### src/link_gpio_cfg.svh
// offsets, field positions, reset values and timing counts of the pin bridge
`ifndef LINK_GPIO_CFG_SVH
`define LINK_GPIO_CFG_SVH
// device registers, reached by back-channel commands
`define REG_LOCAL_PIN_DATA 8'h0d
`define REG_PIN_DIRECTION 8'h0e
`define REG_FWD_PIN_CFG 8'h0f
`define REG_PIN_LEVEL_STATUS 8'h53
`define DIR_RESET 8'h0f
`define DATA_RESET 8'h00
`define FWD_CFG_RESET 8'h00
// back frame: [29:28] command, [27:20] address, [19:12] data, [11:8] pins
`define BF_CMD 29:28
`define BF_ADDR 27:20
`define BF_DATA 19:12
`define BF_PINS 11:8
// forward frame: [39] inversion flag, [38] reply, [37:30] read data,
// [29:26] pin samples, [25] sample valid, [24:22] mode
`define FF_INV 39
`define FF_REPLY 38
`define FF_RDATA 37:30
`define FF_PINS 29:26
`define FF_SVALID 25
`define FF_MODE 24:22
// link timing: back-channel rates in kbit/s at a 40 ns clock
`define CLK_PERIOD_NS 40
`define BC_FRAME_BITS 30
`define BC_RATE_SYNC_KBPS 50000
`define BC_RATE_NONSYNC_KBPS 10000
`define BC_RATE_DVP_KBPS 2500
`define BC_CYCLES(k) ((`BC_FRAME_BITS * 1000000) / ((k) * `CLK_PERIOD_NS))
// controller registers on the AXI4-Lite side
`define AXI_WRITE_CMD 8'h00
`define AXI_READ_CMD 8'h04
`define AXI_STATUS 8'h08
`define AXI_BC_PINS 8'h0c
`define AXI_FSYNC 8'h10
`endif

### src/link_gpio_pkg.sv
// types shared by both ends of the pin bridge link
package link_gpio_pkg;
   typedef enum logic [1:0] {CMD_NOP, CMD_WRITE, CMD_READ} bc_cmd_e;
   typedef enum logic [1:0] {REF_BACK_CHANNEL, REF_EXTERNAL, REF_INTERNAL} ref_src_e;
   typedef enum logic [1:0] {CLS_SYNC, CLS_NONSYNC, CLS_DVP} mode_class_e;

   // strap code to clocking class: 0 sync, 5 parallel legacy, others non-sync
   function automatic mode_class_e mode_class(input logic [2:0] m);
      if (m == 3'h0)
         return CLS_SYNC;
      else if (m == 3'h5)
         return CLS_DVP;
      else
         return CLS_NONSYNC;
   endfunction
endpackage

### src/link_if.sv
// frame-level serial link between the camera-side device and the far end
`timescale 1ns/1ps
interface link_if;
   logic [39:0] fwd_frame;
   logic fwd_valid;
   logic [29:0] bck_frame;
   logic bck_valid;
   modport dev (output fwd_frame, output fwd_valid, input bck_frame, input bck_valid);
   modport far (input fwd_frame, input fwd_valid, output bck_frame, output bck_valid);
endinterface // link_if

### src/link_gpio_far.sv
// far-end controller: AXI4-Lite registers, back-channel commands, frame sync generator
`timescale 1ns/1ps
`include "link_gpio_cfg.svh"
module link_gpio_far (
   // clock, reset, enable
   input wire logic aclk,
   input wire logic aresetn,
   input wire logic ce,
   // AXI4-Lite write
   input wire logic [7:0] s_axi_awaddr,
   input wire logic s_axi_awvalid,
   output logic s_axi_awready,
   input wire logic [31:0] s_axi_wdata,
   input wire logic [3:0] s_axi_wstrb,
   input wire logic s_axi_wvalid,
   output logic s_axi_wready,
   output logic [1:0] s_axi_bresp,
   output logic s_axi_bvalid,
   input wire logic s_axi_bready,
   // AXI4-Lite read
   input wire logic [7:0] s_axi_araddr,
   input wire logic s_axi_arvalid,
   output logic s_axi_arready,
   output logic [31:0] s_axi_rdata,
   output logic [1:0] s_axi_rresp,
   output logic s_axi_rvalid,
   input wire logic s_axi_rready,
   // link
   link_if.far lnk
);
   import link_gpio_pkg::*;

   logic [7:0] awaddr_r;
   logic aw_have_r;
   logic [31:0] wdata_r;
   logic w_have_r;
   logic [17:0] cmd_r;
   logic cmd_pend_r;
   logic busy_r;
   logic rd_done_r;
   logic [7:0] rd_data_r;
   logic [3:0] fwd_pins_r;
   logic [2:0] dev_mode_r;
   logic [3:0] bc_pins_r;
   logic [31:0] fsync_r;
   logic [15:0] fs_cnt_r;
   logic fs_level_r;
   logic [8:0] bc_cnt_r;
   logic [38:0] fbody;
   logic [8:0] bc_period;
   logic [3:0] pins_out;
   logic do_write;

   assign fbody = lnk.fwd_frame[`FF_INV] ? ~lnk.fwd_frame[38:0] : lnk.fwd_frame[38:0];
   assign do_write = aw_have_r && w_have_r && !s_axi_bvalid;

   // back frame spacing per clocking class of the device
   always_comb
      unique case (mode_class(dev_mode_r))
         CLS_SYNC: bc_period = 9'(`BC_CYCLES(`BC_RATE_SYNC_KBPS));
         CLS_DVP: bc_period = 9'(`BC_CYCLES(`BC_RATE_DVP_KBPS));
         default: bc_period = 9'(`BC_CYCLES(`BC_RATE_NONSYNC_KBPS));
      endcase

   // write address and data are caught separately, in either order
   always_ff @(posedge aclk)
      if (!aresetn)
      begin
         aw_have_r <= 1'b0;
         w_have_r <= 1'b0;
         awaddr_r <= 8'h00;
         wdata_r <= 32'h0;
         s_axi_bvalid <= 1'b0;
         s_axi_bresp <= 2'h0;
      end
      else if (ce)
      begin
         if (s_axi_awvalid && s_axi_awready)
         begin
            aw_have_r <= 1'b1;
            awaddr_r <= s_axi_awaddr;
         end
         if (s_axi_wvalid && s_axi_wready)
         begin
            w_have_r <= 1'b1;
            wdata_r <= s_axi_wdata;
         end
         if (do_write)
         begin
            aw_have_r <= 1'b0;
            w_have_r <= 1'b0;
            s_axi_bvalid <= 1'b1;
            s_axi_bresp <= (awaddr_r > `AXI_FSYNC || awaddr_r[1:0] != 2'h0) ? 2'h2 : 2'h0;
         end
         else if (s_axi_bready)
            s_axi_bvalid <= 1'b0;
      end

   always_comb
   begin
      s_axi_awready = !aw_have_r && !s_axi_bvalid;
      s_axi_wready = !w_have_r && !s_axi_bvalid;
   end

   // software-owned pin values and frame sync setup
   always_ff @(posedge aclk)
      if (!aresetn)
      begin
         bc_pins_r <= 4'h0;
         fsync_r <= 32'h0;
      end
      else if (ce && do_write && s_axi_wstrb[0])
      begin
         if (awaddr_r == `AXI_BC_PINS)
            bc_pins_r <= wdata_r[3:0];
         if (awaddr_r == `AXI_FSYNC)
            fsync_r <= wdata_r;
      end

   // one device command in flight; launched by a write, retired by frame or reply
   always_ff @(posedge aclk)
      if (!aresetn)
      begin
         cmd_r <= 18'h0;
         cmd_pend_r <= 1'b0;
         busy_r <= 1'b0;
         rd_done_r <= 1'b0;
         rd_data_r <= 8'h00;
      end
      else if (ce)
      begin
         if (do_write && !busy_r && (awaddr_r == `AXI_WRITE_CMD || awaddr_r == `AXI_READ_CMD))
         begin
            cmd_r <= {(awaddr_r == `AXI_READ_CMD) ? CMD_READ : CMD_WRITE, wdata_r[15:0]};
            cmd_pend_r <= 1'b1;
            busy_r <= 1'b1;
            rd_done_r <= 1'b0;
         end
         else
         begin
            if (cmd_pend_r && bc_cnt_r == 9'h0)
            begin
               cmd_pend_r <= 1'b0;
               if (bc_cmd_e'(cmd_r[17:16]) == CMD_WRITE)
                  busy_r <= 1'b0;
            end
            if (lnk.fwd_valid && fbody[`FF_REPLY])
            begin
               rd_data_r <= fbody[`FF_RDATA];
               rd_done_r <= 1'b1;
               busy_r <= 1'b0;
            end
         end
      end

   // forwarded samples and the device mode seen in forward frames
   always_ff @(posedge aclk)
      if (!aresetn)
      begin
         fwd_pins_r <= 4'h0;
         dev_mode_r <= 3'h0;
      end
      else if (ce && lnk.fwd_valid)
      begin
         dev_mode_r <= fbody[`FF_MODE];
         if (fbody[`FF_SVALID])
            fwd_pins_r <= fbody[`FF_PINS];
      end

   // frame sync: one back frame high in every period of the programmed number plus one back frames
   always_ff @(posedge aclk)
      if (!aresetn)
      begin
         fs_cnt_r <= 16'h0;
         fs_level_r <= 1'b0;
      end
      else if (ce && bc_cnt_r == 9'h0)
      begin
         if (!fsync_r[0] || fs_cnt_r >= fsync_r[31:16])
            fs_cnt_r <= 16'h0;
         else
            fs_cnt_r <= fs_cnt_r + 16'h1;
         fs_level_r <= fsync_r[0] && fs_cnt_r == 16'h0;
      end

   always_comb
   begin
      pins_out = bc_pins_r;
      if (fsync_r[0])
         pins_out[fsync_r[2:1]] = fs_level_r;
   end

   // back frames at the rate of the clocking class
   always_ff @(posedge aclk)
      if (!aresetn)
      begin
         bc_cnt_r <= 9'h0;
         lnk.bck_valid <= 1'b0;
         lnk.bck_frame <= 30'h0;
      end
      else if (ce)
      begin
         bc_cnt_r <= (bc_cnt_r + 9'h1 >= bc_period) ? 9'h0 : bc_cnt_r + 9'h1;
         lnk.bck_valid <= (bc_cnt_r == 9'h0);
         if (bc_cnt_r == 9'h0)
            lnk.bck_frame <= {cmd_pend_r ? cmd_r : 18'h0, pins_out, 8'h00};
      end

   // read channel: answer one cycle after the address is taken
   always_ff @(posedge aclk)
      if (!aresetn)
      begin
         s_axi_arready <= 1'b0;
         s_axi_rvalid <= 1'b0;
         s_axi_rdata <= 32'h0;
         s_axi_rresp <= 2'h0;
      end
      else if (ce)
      begin
         s_axi_arready <= !s_axi_rvalid && !s_axi_arready;
         if (s_axi_arvalid && s_axi_arready)
         begin
            s_axi_rvalid <= 1'b1;
            s_axi_rresp <= 2'h0;
            unique case (s_axi_araddr)
               `AXI_STATUS: s_axi_rdata <= {9'h0, dev_mode_r, fwd_pins_r, rd_data_r, 6'h0, rd_done_r, busy_r};
               `AXI_BC_PINS: s_axi_rdata <= {28'h0, bc_pins_r};
               `AXI_FSYNC: s_axi_rdata <= fsync_r;
               `AXI_WRITE_CMD, `AXI_READ_CMD: s_axi_rdata <= 32'h0;
               default:
               begin
                  s_axi_rdata <= 32'h0;
                  s_axi_rresp <= 2'h2;
               end
            endcase
         end
         else if (s_axi_rready)
            s_axi_rvalid <= 1'b0;
      end
endmodule // link_gpio_far

### src/flat_wrapper.sv
// flat-port wrapper written by rule: the top's interface ports become plain ports
module link_gpio_far_flat import link_gpio_pkg::*;
  (aclk, aresetn, ce, s_axi_awaddr, s_axi_awvalid, s_axi_awready, s_axi_wdata, s_axi_wstrb, s_axi_wvalid, s_axi_wready, s_axi_bresp, s_axi_bvalid, s_axi_bready, s_axi_araddr, s_axi_arvalid, s_axi_arready, s_axi_rdata, s_axi_rresp, s_axi_rvalid, s_axi_rready, lnk_fwd_frame, lnk_fwd_valid, lnk_bck_frame, lnk_bck_valid);
  link_if lnk_i ();
  input wire logic aclk;
  input wire logic aresetn;
  input wire logic ce;
  input wire logic [7:0] s_axi_awaddr;
  input wire logic s_axi_awvalid;
  output logic s_axi_awready;
  input wire logic [31:0] s_axi_wdata;
  input wire logic [3:0] s_axi_wstrb;
  input wire logic s_axi_wvalid;
  output logic s_axi_wready;
  output logic [1:0] s_axi_bresp;
  output logic s_axi_bvalid;
  input wire logic s_axi_bready;
  input wire logic [7:0] s_axi_araddr;
  input wire logic s_axi_arvalid;
  output logic s_axi_arready;
  output logic [31:0] s_axi_rdata;
  output logic [1:0] s_axi_rresp;
  output logic s_axi_rvalid;
  input wire logic s_axi_rready;
  input wire logic [$bits(lnk_i.fwd_frame)-1:0] lnk_fwd_frame;
  input wire logic [$bits(lnk_i.fwd_valid)-1:0] lnk_fwd_valid;
  output wire logic [$bits(lnk_i.bck_frame)-1:0] lnk_bck_frame;
  output wire logic [$bits(lnk_i.bck_valid)-1:0] lnk_bck_valid;
  assign lnk_i.fwd_frame = lnk_fwd_frame;
  assign lnk_i.fwd_valid = lnk_fwd_valid;
  assign lnk_bck_frame = lnk_i.bck_frame;
  assign lnk_bck_valid = lnk_i.bck_valid;
  link_gpio_far u_core (.aclk(aclk), .aresetn(aresetn), .ce(ce), .s_axi_awaddr(s_axi_awaddr), .s_axi_awvalid(s_axi_awvalid), .s_axi_awready(s_axi_awready), .s_axi_wdata(s_axi_wdata), .s_axi_wstrb(s_axi_wstrb), .s_axi_wvalid(s_axi_wvalid), .s_axi_wready(s_axi_wready), .s_axi_bresp(s_axi_bresp), .s_axi_bvalid(s_axi_bvalid), .s_axi_bready(s_axi_bready), .s_axi_araddr(s_axi_araddr), .s_axi_arvalid(s_axi_arvalid), .s_axi_arready(s_axi_arready), .s_axi_rdata(s_axi_rdata), .s_axi_rresp(s_axi_rresp), .s_axi_rvalid(s_axi_rvalid), .s_axi_rready(s_axi_rready), .lnk(lnk_i));
endmodule
### config.mk
export PLATFORM = sky130hd
export DESIGN_NAME = link_gpio_far_flat
export DESIGN_NICKNAME = d
export VERILOG_FILES = /design/src/link_gpio_pkg.sv /design/src/link_if.sv /design/src/link_gpio_far.sv /design/src/flat_wrapper.sv
export VERILOG_INCLUDE_DIRS = /design/src
export SDC_FILE = /design/constraint.sdc
export NUM_CORES = 1
export LEC_CHECK = 0
export ABC_AREA = 1
export BUFFER_PORTS_ARGS = -buffer_cell sky130_fd_sc_hd__buf_2
export CORE_ASPECT_RATIO = 0.75
export CORE_MARGIN = 2
export CORE_UTILIZATION = 55
export CTS_CLUSTER_SIZE = 12
export DETAILED_ROUTE_END_ITERATION = 8
export GPL_TIMING_DRIVEN = 1
export HOLD_SLACK_MARGIN = 0.02
export PLACE_DENSITY = 0.87
export SYNTH_ARGS = -nofsm -noshare
export SYNTH_HDL_FRONTEND = slang
export SYNTH_SLANG_ARGS = --single-unit
export TNS_END_PERCENT = 10
### constraint.sdc
create_clock -name aclk -period 2.8 [get_ports aclk]
set_input_delay 0.42 -clock aclk [delete_from_list [all_inputs] [get_ports aclk]]
set_output_delay 0.42 -clock aclk [all_outputs]
set_load 0.005 [all_outputs]
Word-level counts from Yosys, hierarchy flattened
Cells that the tools add are included.
- $lt $le $gt $ge: 5
- $mul: 0
- add/sub/neg operators: 2
- eq/ne operators: 10
- divide/modulo/power cells: 0
- bitwise logic cells: 2
- shifts and indexed selects: 0
- reduce and logical (&&, ||, !) cells: 61
- muxes and demuxes: 31
- operator list (operator ; count):
    case mux 32 bit (3 select lines) ; 1
    two-way mux 39 bit ; 1
    NOT 39 bit ; 1
    AND reduction 2 bit ; 15
    equality test 8 x 4 -> 1 bit, second input constant ; 3
    logical AND 1 bit ; 18
    two-way mux 18 bit ; 1
    case mux 9 bit (2 select lines) ; 1
    two-way mux 1 bit ; 17
    adder 16 x 1 -> 16 bit, second input constant ; 1
    equality test 8 x 3 -> 1 bit, second input constant ; 2
    equality test 8 x 5 -> 1 bit, second input constant ; 2
    greater-or-equal comparator 16 bit ; 1
    logical NOT 16 bit ; 1
    logical NOT 8 bit ; 2
    two-way mux 16 bit ; 1
    nonzero test 2 bit ; 7
    two-way mux 2 bit ; 5
    adder 9 x 1 -> 9 bit, second input constant ; 1
    greater-or-equal comparator 9 bit ; 1
    logical NOT 9 bit ; 1
    two-way mux 9 bit ; 1
    greater-than comparator 8 x 5 -> 1 bit, second input constant ; 1
    logical NOT 1 bit ; 7
    other kinds (15) ; 19
- register bits after elaboration: 202
- output and inout bits: 72
- memories kept: 0
- memory bits (read-only): 0
- bits in latches: 0
- RAM bits: 0
- logic and storage cells: 135

Depth between registers and ports, before layout
Gate-level depths: netlist of run 1.
- depth in word-level cells: 7
- depth in mapped cells: 16
- depth with buffers taken out: 16

Worst setup path before layout of run 1
Ideal clock, no wire load.
- path type: register -> register
- start: register u_core.bc_cnt_r[0]
- end: register u_core.bc_cnt_r[8]
- arrival time: 1.982 ns
- buffers on the path: 0
- stages on the path, launching flop included: 13
- slack: 0.747 ns
- path through: dfxtp_1 ha_1 nand2_1 nor3_1 xor2_1 inv_1 ha_1 a21o_1 nor2_1 nand2_1 nand2_2 nand3_1 a21oi_1
- word-level cells in the longest chain between the ends: 3
- RTL lines (what ; line ; text):
    start, declared ; link_gpio_far.sv:48 ; logic [8:0] bc_cnt_r;
    start signal, assigned ; link_gpio_far.sv:203 ; bc_cnt_r <= (bc_cnt_r + 9'h1 >= bc_period) ? 9'h0 : bc_cnt_r + 9'h1;
    adder 9 x 1 -> 9 bit (*) ; link_gpio_far.sv:203 ;
    greater-or-equal comparator 9 bit ; link_gpio_far.sv:203 ;
    two-way mux 9 bit (*) ; link_gpio_far.sv:203 ;
Mark *: on every way between the ends. The rest lies on a longest branch, timed or not.
A chain may end at the register's enable or synchronous reset.

Worst setup path after layout of run 1
- start: register u_core.bc_cnt_r[0]
- end: register u_core.bc_cnt_r[2]
The elaborated chain is that of the path after synthesis.

==> qor.txt, run 1 <==
Mapped Area - 0.00882 mm^2
Data required, critical path - 3.16 ns
Power Internal - 4.42 mW
htree depth - 4
All-Layer GR Usage - 27.0%
Clk pwr share - 41.6%
nets - 1398
largest net degree at the start of global routing - 54
DIE WIDTH - 150 um
Worst Setup Start Kind - register
Ports - 173
first-pass GRT wire length - 36.2 mm
Crit. Startpoint - u_core.bc_cnt_r[0]$_SDFFE_PN0P_
Hold EP - u_core.wdata_r[27]$_SDFFE_PN0P_
Leakage Power - 4.31 nW
hpwl dp - 16.0 mm
Hold Crit Start - s_axi_wdata[27]
FF-to-FF End - u_core.bc_cnt_r[2]$_SDFFE_PN0P_
final setup vio count - 0
Initial DRC Count - 671
IO Port Bufs - 137
worst r2r src - u_core.bc_cnt_r[0]$_SDFFE_PN0P_
Sequential Power Share - 50.5%
fillcell total - 1333
CP Capture Type - register
Pwr per Cell Area - 579 mW/mm^2
fin util - 64.3%
post-synth cell types - 41
Peak VDD IR - 0.417 mV
routed wire length - 22.6 mm
Initial Utilization - 55.6%
Worst Hold Class - primary input to register
Max Slew Vio Count - 0
vias per inst - 5.42
Final Hold Vio Count - 0
crit path kind - register to register
ANT nets after route - 0
TritonCTS clock tree - yes
Logic pwr share - 7.9%
Reg clk slew, reported paths - 0.07 ns
setup TNS - 0 ns
clk_skew - 0.00836 ns
DRC - 0
shortest clock period the worst path allows after layout - 2.35 ns
Crit Path Max Fanout - 9
GR Util met3 - 5.32%
global placement routability congestion - 0.890
core area - 0.0159 mm^2
switch share - 25.2%
Syn Area/Cell - 7.60 um^2
Die Footprint - 0.0171 mm^2
total cell area at the placement stage - 0.00960 mm^2
total clock buffers created by CTS - 17
outcome - completed
Worst-Margin Slew - 0.652 ns
proportion of layout cells with a drive suffix above 1 - 17.5%
vias in the first global route - 7299
switching power - 1.49 mW
hold path cells - 3
max-cap viol count - 0
Reg2Reg Setup Slack - 0.45 ns
Die Ht - 114 um
relative slew slack - 56.5%
Clk Latency, worst-skew pair - 0.44 ns
met1 GRT Util - 39.9%
Post-CTS Hold Fix Bufs - 0
CTS-repair resized insts - 0
met2 usage - 40.7%
sequential fraction of the synthesis area - 45.4%
ANT cells - 0
Worst R2R Path Depth - 12
Fmax - 426 MHz
Area Overhead vs Synth - 15.7%
global route total overflow - 0
Post-CTS Setup Repair Bufs - 0
Final period util - 83.9%
busiest metal layer after global routing - met2
Longest Clk Path Bufs - 2
Syn Inst Count - 1161
via count - 8092
Crit path arrival time - 2.71 ns
Design Area, Final - 0.0102 mm^2
RSZ-0062 raised after global routing - no
Yosys reg bits - 200
drt pass-1 iters - 5
initial antenna violation count - 0
Sink Count - 200
clock root buffer - clkbuf_16
Synth Warn # - 0
Routed WL per cell - 15.1 um
row count - 40
through the flow:
stage / power [mW] / worst slack [ns] / hold WS (ns) / cells
after detailed placement: 3.50 / 0.478 / 0.443 / 1462
after floorplan: 3.34 / 0.747 / 0.425 / 1170
after global routing: 6.11 / 0.193 / 0.232 / 1494
after CTS: 5.92 / 0.466 / 0.220 / 1494
final: 5.91 / 0.451 / 0.230 / 1494
after global placement: 3.49 / 0.515 / 0.436 / 1462
cell type report:
type	count	area (um^2)	share of cell area [%]
Multi-Input combinational cell	808	4150	40.7
Tap cell	210	263	2.58
Clock buffer	20	467	4.57
Timing Repair Buffer	150	821	8.05
Inverter	94	358	3.51
Clock inverter	12	136	1.34
Sequential cell	200	4000	39.2
flip-flops by register name, indices dropped and copies added, names as in the netlist, 3 cells and up:
| register | count |
|---|---|
| u_core.s_axi_rdata | 32 |
| u_core.fwd_pins_r | 4 |
| u_core.lnk.bck_frame | 22 |
| u_core.wdata_r | 32 |
| u_core.rd_data_r | 8 |
| u_core.dev_mode_r | 3 |
| u_core.cmd_r | 18 |
| u_core.fs_cnt_r | 16 |
| u_core.fsync_r | 32 |
| u_core.bc_cnt_r | 9 |
| u_core.awaddr_r | 8 |
| u_core.bc_pins_r | 4 |
how the worst max path moves through the flow:
stage	cells after the start	to	slack [ns]
global route	12	u_core.bc_cnt_r[4]$_SDFFE_PN0P_	0.19
global placement	10	u_core.busy_r$_SDFFE_PN0P_	0.52
detailed placement	12	u_core.bc_cnt_r[3]$_SDFFE_PN0P_	0.48
CTS	12	u_core.bc_cnt_r[7]$_SDFFE_PN0P_	0.47
floorplan	12	u_core.bc_cnt_r[8]$_SDFFE_PN0P_	0.75
finish	12	u_core.bc_cnt_r[2]$_SDFFE_PN0P_	0.45
synth_stat cells, drive strengths merged:
| cell | n | share of area (%) |
|---|---|---|
| clkinv | 1 | 0.043 |
| a21oi | 114 | 6.5 |
| nor2 | 201 | 9.6 |
| nor3 | 12 | 0.85 |
| o22ai | 1 | 0.071 |
| a31oi | 2 | 0.14 |
| ha | 26 | 3.7 |
| nand4 | 9 | 0.64 |
| inv | 93 | 4.0 |
| xnor2 | 7 | 0.70 |
| o21ai | 137 | 7.8 |
| a22oi | 16 | 1.9 |
| buf | 35 | 2.4 |
| clkbuf | 33 | 1.4 |
| conb | 1 | 0.043 |
| nand3 | 54 | 3.3 |
| o21a | 1 | 0.085 |
| a21o | 2 | 0.17 |
| dfxtp | 200 | 45 |
| a211oi | 4 | 0.34 |
| nor3b | 4 | 0.47 |
| nor4 | 4 | 0.28 |
| o21bai | 1 | 0.085 |
| o211ai | 3 | 0.26 |
| nand2 | 181 | 7.9 |
| xor2 | 19 | 1.9 |
critical path: stages (launching register included):
cell,delay [ns]
dfxtp_1,0.45
ha_1,0.24
nand2_1,0.08
nor3_1,0.22
xor2_1,0.22
inv_1,0.06
ha_1,0.29
a21o_1,0.16
nor2_1,0.09
nand2_1,0.07
nand2_2,0.16
nand3_1,0.11
a21oi_1,0.13
cell families after synthesis:
| family | count (synthesis) | share of synthesized area (%) |
|---|---|---|
| other cells | 1 | 0.0425 |
| simple gates | 465 | 23.1 |
| fa+ha+maj | 26 | 3.69 |
| flops | 200 | 45.4 |
| compound gates | 281 | 17.3 |
| xor+xnor | 26 | 2.58 |
| buf+inv | 162 | 7.90 |
power groups by stage:
stage / registers, mW / clock network, mW / logic [mW]
6_report: 2.98 / 2.46 / 0.467
5_1_grt: 2.99 / 2.59 / 0.526
4_1_cts: 2.98 / 2.47 / 0.462
3_5_place_dp: 3.05 / 0 / 0.456
3_3_place_gp: 3.04 / 0 / 0.446
2_1_floorplan: 3.03 / 0 / 0.311
cells in the final DEF, fill, tap and decap left out, types with 4 or more instances in the layout:
cell / instances
nand3_1: 52
nor2_1: 184
nor3_1: 9
o21ai_0: 133
nor4_1: 4
nor2_2: 12
xnor2_1: 7
buf_2: 137
clkbuf_16: 17
a22oi_1: 6
buf_4: 10
o21ai_1: 4
a22oi_2: 10
dfxtp_1: 200
conb_1: 10
inv_1: 87
inv_2: 4
nand2_1: 177
xor2_1: 19
nand4_1: 9
a21oi_1: 114
a211oi_1: 4
ha_1: 26
per-layer routing:
| metal | vias up | wire, um | part of all wire (%) |
|---|---|---|---|
| li1 | 4013 | - | - |
| met1 | 3685 | 10600 | 47 |
| met2 | 372 | 9720 | 43 |
| met3 | 22 | 2040 | 9.1 |
| met4 | 0 | 218 | 0.97 |
| met5 | - | 0 | 0 |
No activity file was read; power rests on OpenSTA's default activity.
==> run 2, diff against run 1 <==
==> constraint.sdc (replaced) <==
create_clock -name aclk -period 2.36 [get_ports aclk]
set_input_delay 0.354 -clock aclk [delete_from_list [all_inputs] [get_ports aclk]]
set_output_delay 0.354 -clock aclk [all_outputs]
set_load 0.005 [all_outputs]
==> qor.txt, run 2 (synthesis gave the netlist of run 1 again) <==
outcome - completed
relative slew slack - 53.8% (-2.7 points)
DRC - 0 (unchanged)
TritonCTS clock tree - yes
ANT nets after route - 0 (unchanged)
final setup vio count - 0 (unchanged)
Worst-Margin Slew - 0.693 ns (+0.0409 ns)
htree depth - 4 (unchanged)
busiest metal layer after global routing - met2
Routed WL per cell - 15.0 um (-0.67%)
hold slack - 0.154 ns (-0.0757 ns)
clk_skew - 0.00847 ns (+0.000110 ns)
met1 GRT Util - 37.8% (-2.0 points)
largest net degree at the start of global routing - 42 (-22%)
Power Internal - 5.28 mW (+19%)
Reg2Reg Setup Slack - 0.20 ns (-0.25 ns)
Pwr per Cell Area - 686 mW/mm^2 (+18%)
Placement Setup Slack - 0.110 ns (-0.368 ns)
nets - 1409 (+0.79%)
DIE WIDTH - 150 um (unchanged)
Ports - 173 (unchanged)
Crit path arrival time - 2.47 ns (-0.24 ns)
vias in the first global route - 7191 (-1.5%)
first-pass GRT wire length - 35.1 mm (-3.0%)
Leakage Power - 4.34 nW (+0.69%)
Clk pwr share - 41.5% (about the same)
fin worst setup slack - 0.201 ns (-0.250 ns)
max-cap viol count - 0 (unchanged)
Crit Path Max Fanout - 14 (+5)
Worst Hold Class - primary input to register
Data required, critical path - 2.67 ns (-0.49 ns)
Initial Utilization - 55.6% (unchanged)
Clk Latency, worst-skew pair - 0.45 ns (about the same)
largest registers - u_core.fsync_r (32), u_core.s_axi_rdata (32), u_core.wdata_r (32)
row count - 40 (unchanged)
Longest Clk Path Bufs - 2 (unchanged)
shortest clock period the worst path allows after layout - 2.16 ns (-0.190 ns)
Initial DRC Count - 641 (-4.5%)
switch share - 24.8% (-0.38 points)
Worst Setup Start Kind - register
Sequential Power Share - 50.4% (about the same)
total clock buffers created by CTS - 17 (unchanged)
vias per inst - 5.42 (about the same)
Die Ht - 114 um (unchanged)
Final Hold Vio Count - 0 (unchanged)
Max Slew Vio Count - 0 (unchanged)
global placement routability congestion - 0.908 (+2.1%)
crit path kind - register to register
hpwl dp - 16.3 mm (+1.8%)
Fmax - 463 MHz (+8.8%)
CP Capture Type - register
fin util - 64.6% (+0.31 points)
Final period util - 91.5% (+7.6 points)
Die Footprint - 0.0171 mm^2 (unchanged)
via count - 8154 (+0.77%)
All-Layer GR Usage - 26.4% (-0.59 points)
switching power - 1.74 mW (+17%)
most frequent cells in the layout - 199 x dfxtp_1, 184 x nor2_1, 177 x nand2_1, 137 x buf_2, 133 x o21ai_0
ANT cells - 0 (unchanged)
Area Overhead vs Synth - 16.2%
Reg clk slew, reported paths - 0.07 ns (about the same)
commonest non-fill, non-tap cell in the layout - dfxtp_1
proportion of layout cells with a drive suffix above 1 - 18.2% (+0.64 points)
Sink Count - 200 (unchanged)
GR Util met3 - 5.12% (-0.20 points)
Logic pwr share - 8.1% (+0.2 points)
IO Port Bufs - 137 (unchanged)
clock root buffer - clkbuf_16
met2 usage - 40.4% (-0.27 points)
initial antenna violation count - 0 (unchanged)
Peak VDD IR - 0.537 mV (+29%)
routed wire length - 22.6 mm (about the same)
core area - 0.0159 mm^2 (unchanged)
global route total overflow - 0 (unchanged)
drt pass-1 iters - 5 (unchanged)
## run 2: worst paths after layout
check | end | cells past startpoint | from
setup / recovery | u_core.fs_cnt_r[11]$_SDFFE_PN0P_ | 10 | u_core.fs_cnt_r[11]$_SDFFE_PN0P_
setup reg to reg | u_core.fs_cnt_r[11]$_SDFFE_PN0P_ | 10 | u_core.fs_cnt_r[11]$_SDFFE_PN0P_
hold / removal | u_core.awaddr_r[7]$_SDFFE_PN0P_ | 3 | s_axi_awaddr[7]
hold reg to reg | u_core.rd_data_r[1]$_SDFFE_PN0P_ | 2 | u_core.rd_data_r[1]$_SDFFE_PN0P_
## run 2: layer usage
layer	share of wire (%)	wire [um]
met1	47	10500
met2	43	9690
met3	9.0	2030
met4	1.5	345
met5	0	0
## run 2: power by group through the flow
| stage | clock network (mW) | logic, mW | registers, mW |
|---|---|---|---|
| floorplan | 0 | 0.369 | 3.60 |
| global placement | 0 | 0.537 | 3.61 |
| detailed placement | 0 | 0.553 | 3.62 |
| CTS | 2.93 | 0.561 | 3.54 |
| global route | 3.09 | 0.632 | 3.55 |
| finish | 2.92 | 0.566 | 3.54 |
## run 2: through the flow
stage / total power, mW / cells / TNS (ns) / instance area [um^2]
3_3_place_gp: 4.15 / 1472 / 0 / 9650
3_5_place_dp: 4.17 / 1472 / 0 / 9650
5_1_grt: 7.27 / 1504 / -0.0136 / 10300
6_report: 7.03 / 1504 / 0 / 10300
2_1_floorplan: 3.97 / 1170 / 0 / 8850
4_1_cts: 7.03 / 1503 / 0 / 10200
## run 2: worst max-delay path, cell delays in order, from the launching register on
cell	delay (ns)
dfxtp_1	0.40
ha_1	0.33
nand2_1	0.05
inv_1	0.06
nand3_1	0.08
nor3_1	0.27
nand2_1	0.08
nand4_1	0.13
nand2_1	0.08
nand2_1	0.41
nor2_1	0.12
## run 2: area by class of cell
type,instances,area [um^2]
clock buffer,20,447
clock inverter,11,136
fill,1330,5610
inverter,94,358
multi-input combinational,808,4160
sequential,200,4010
tap,210,263
timing repair buffer,161,878
## run 2: what timing repair did
item	4_1_cts	5_1_grt
hold buffers	0	0
resized for setup	0	3
setup endpoints to repair	0	9
hold endpoints to repair	0	0
setup buffers	0	1
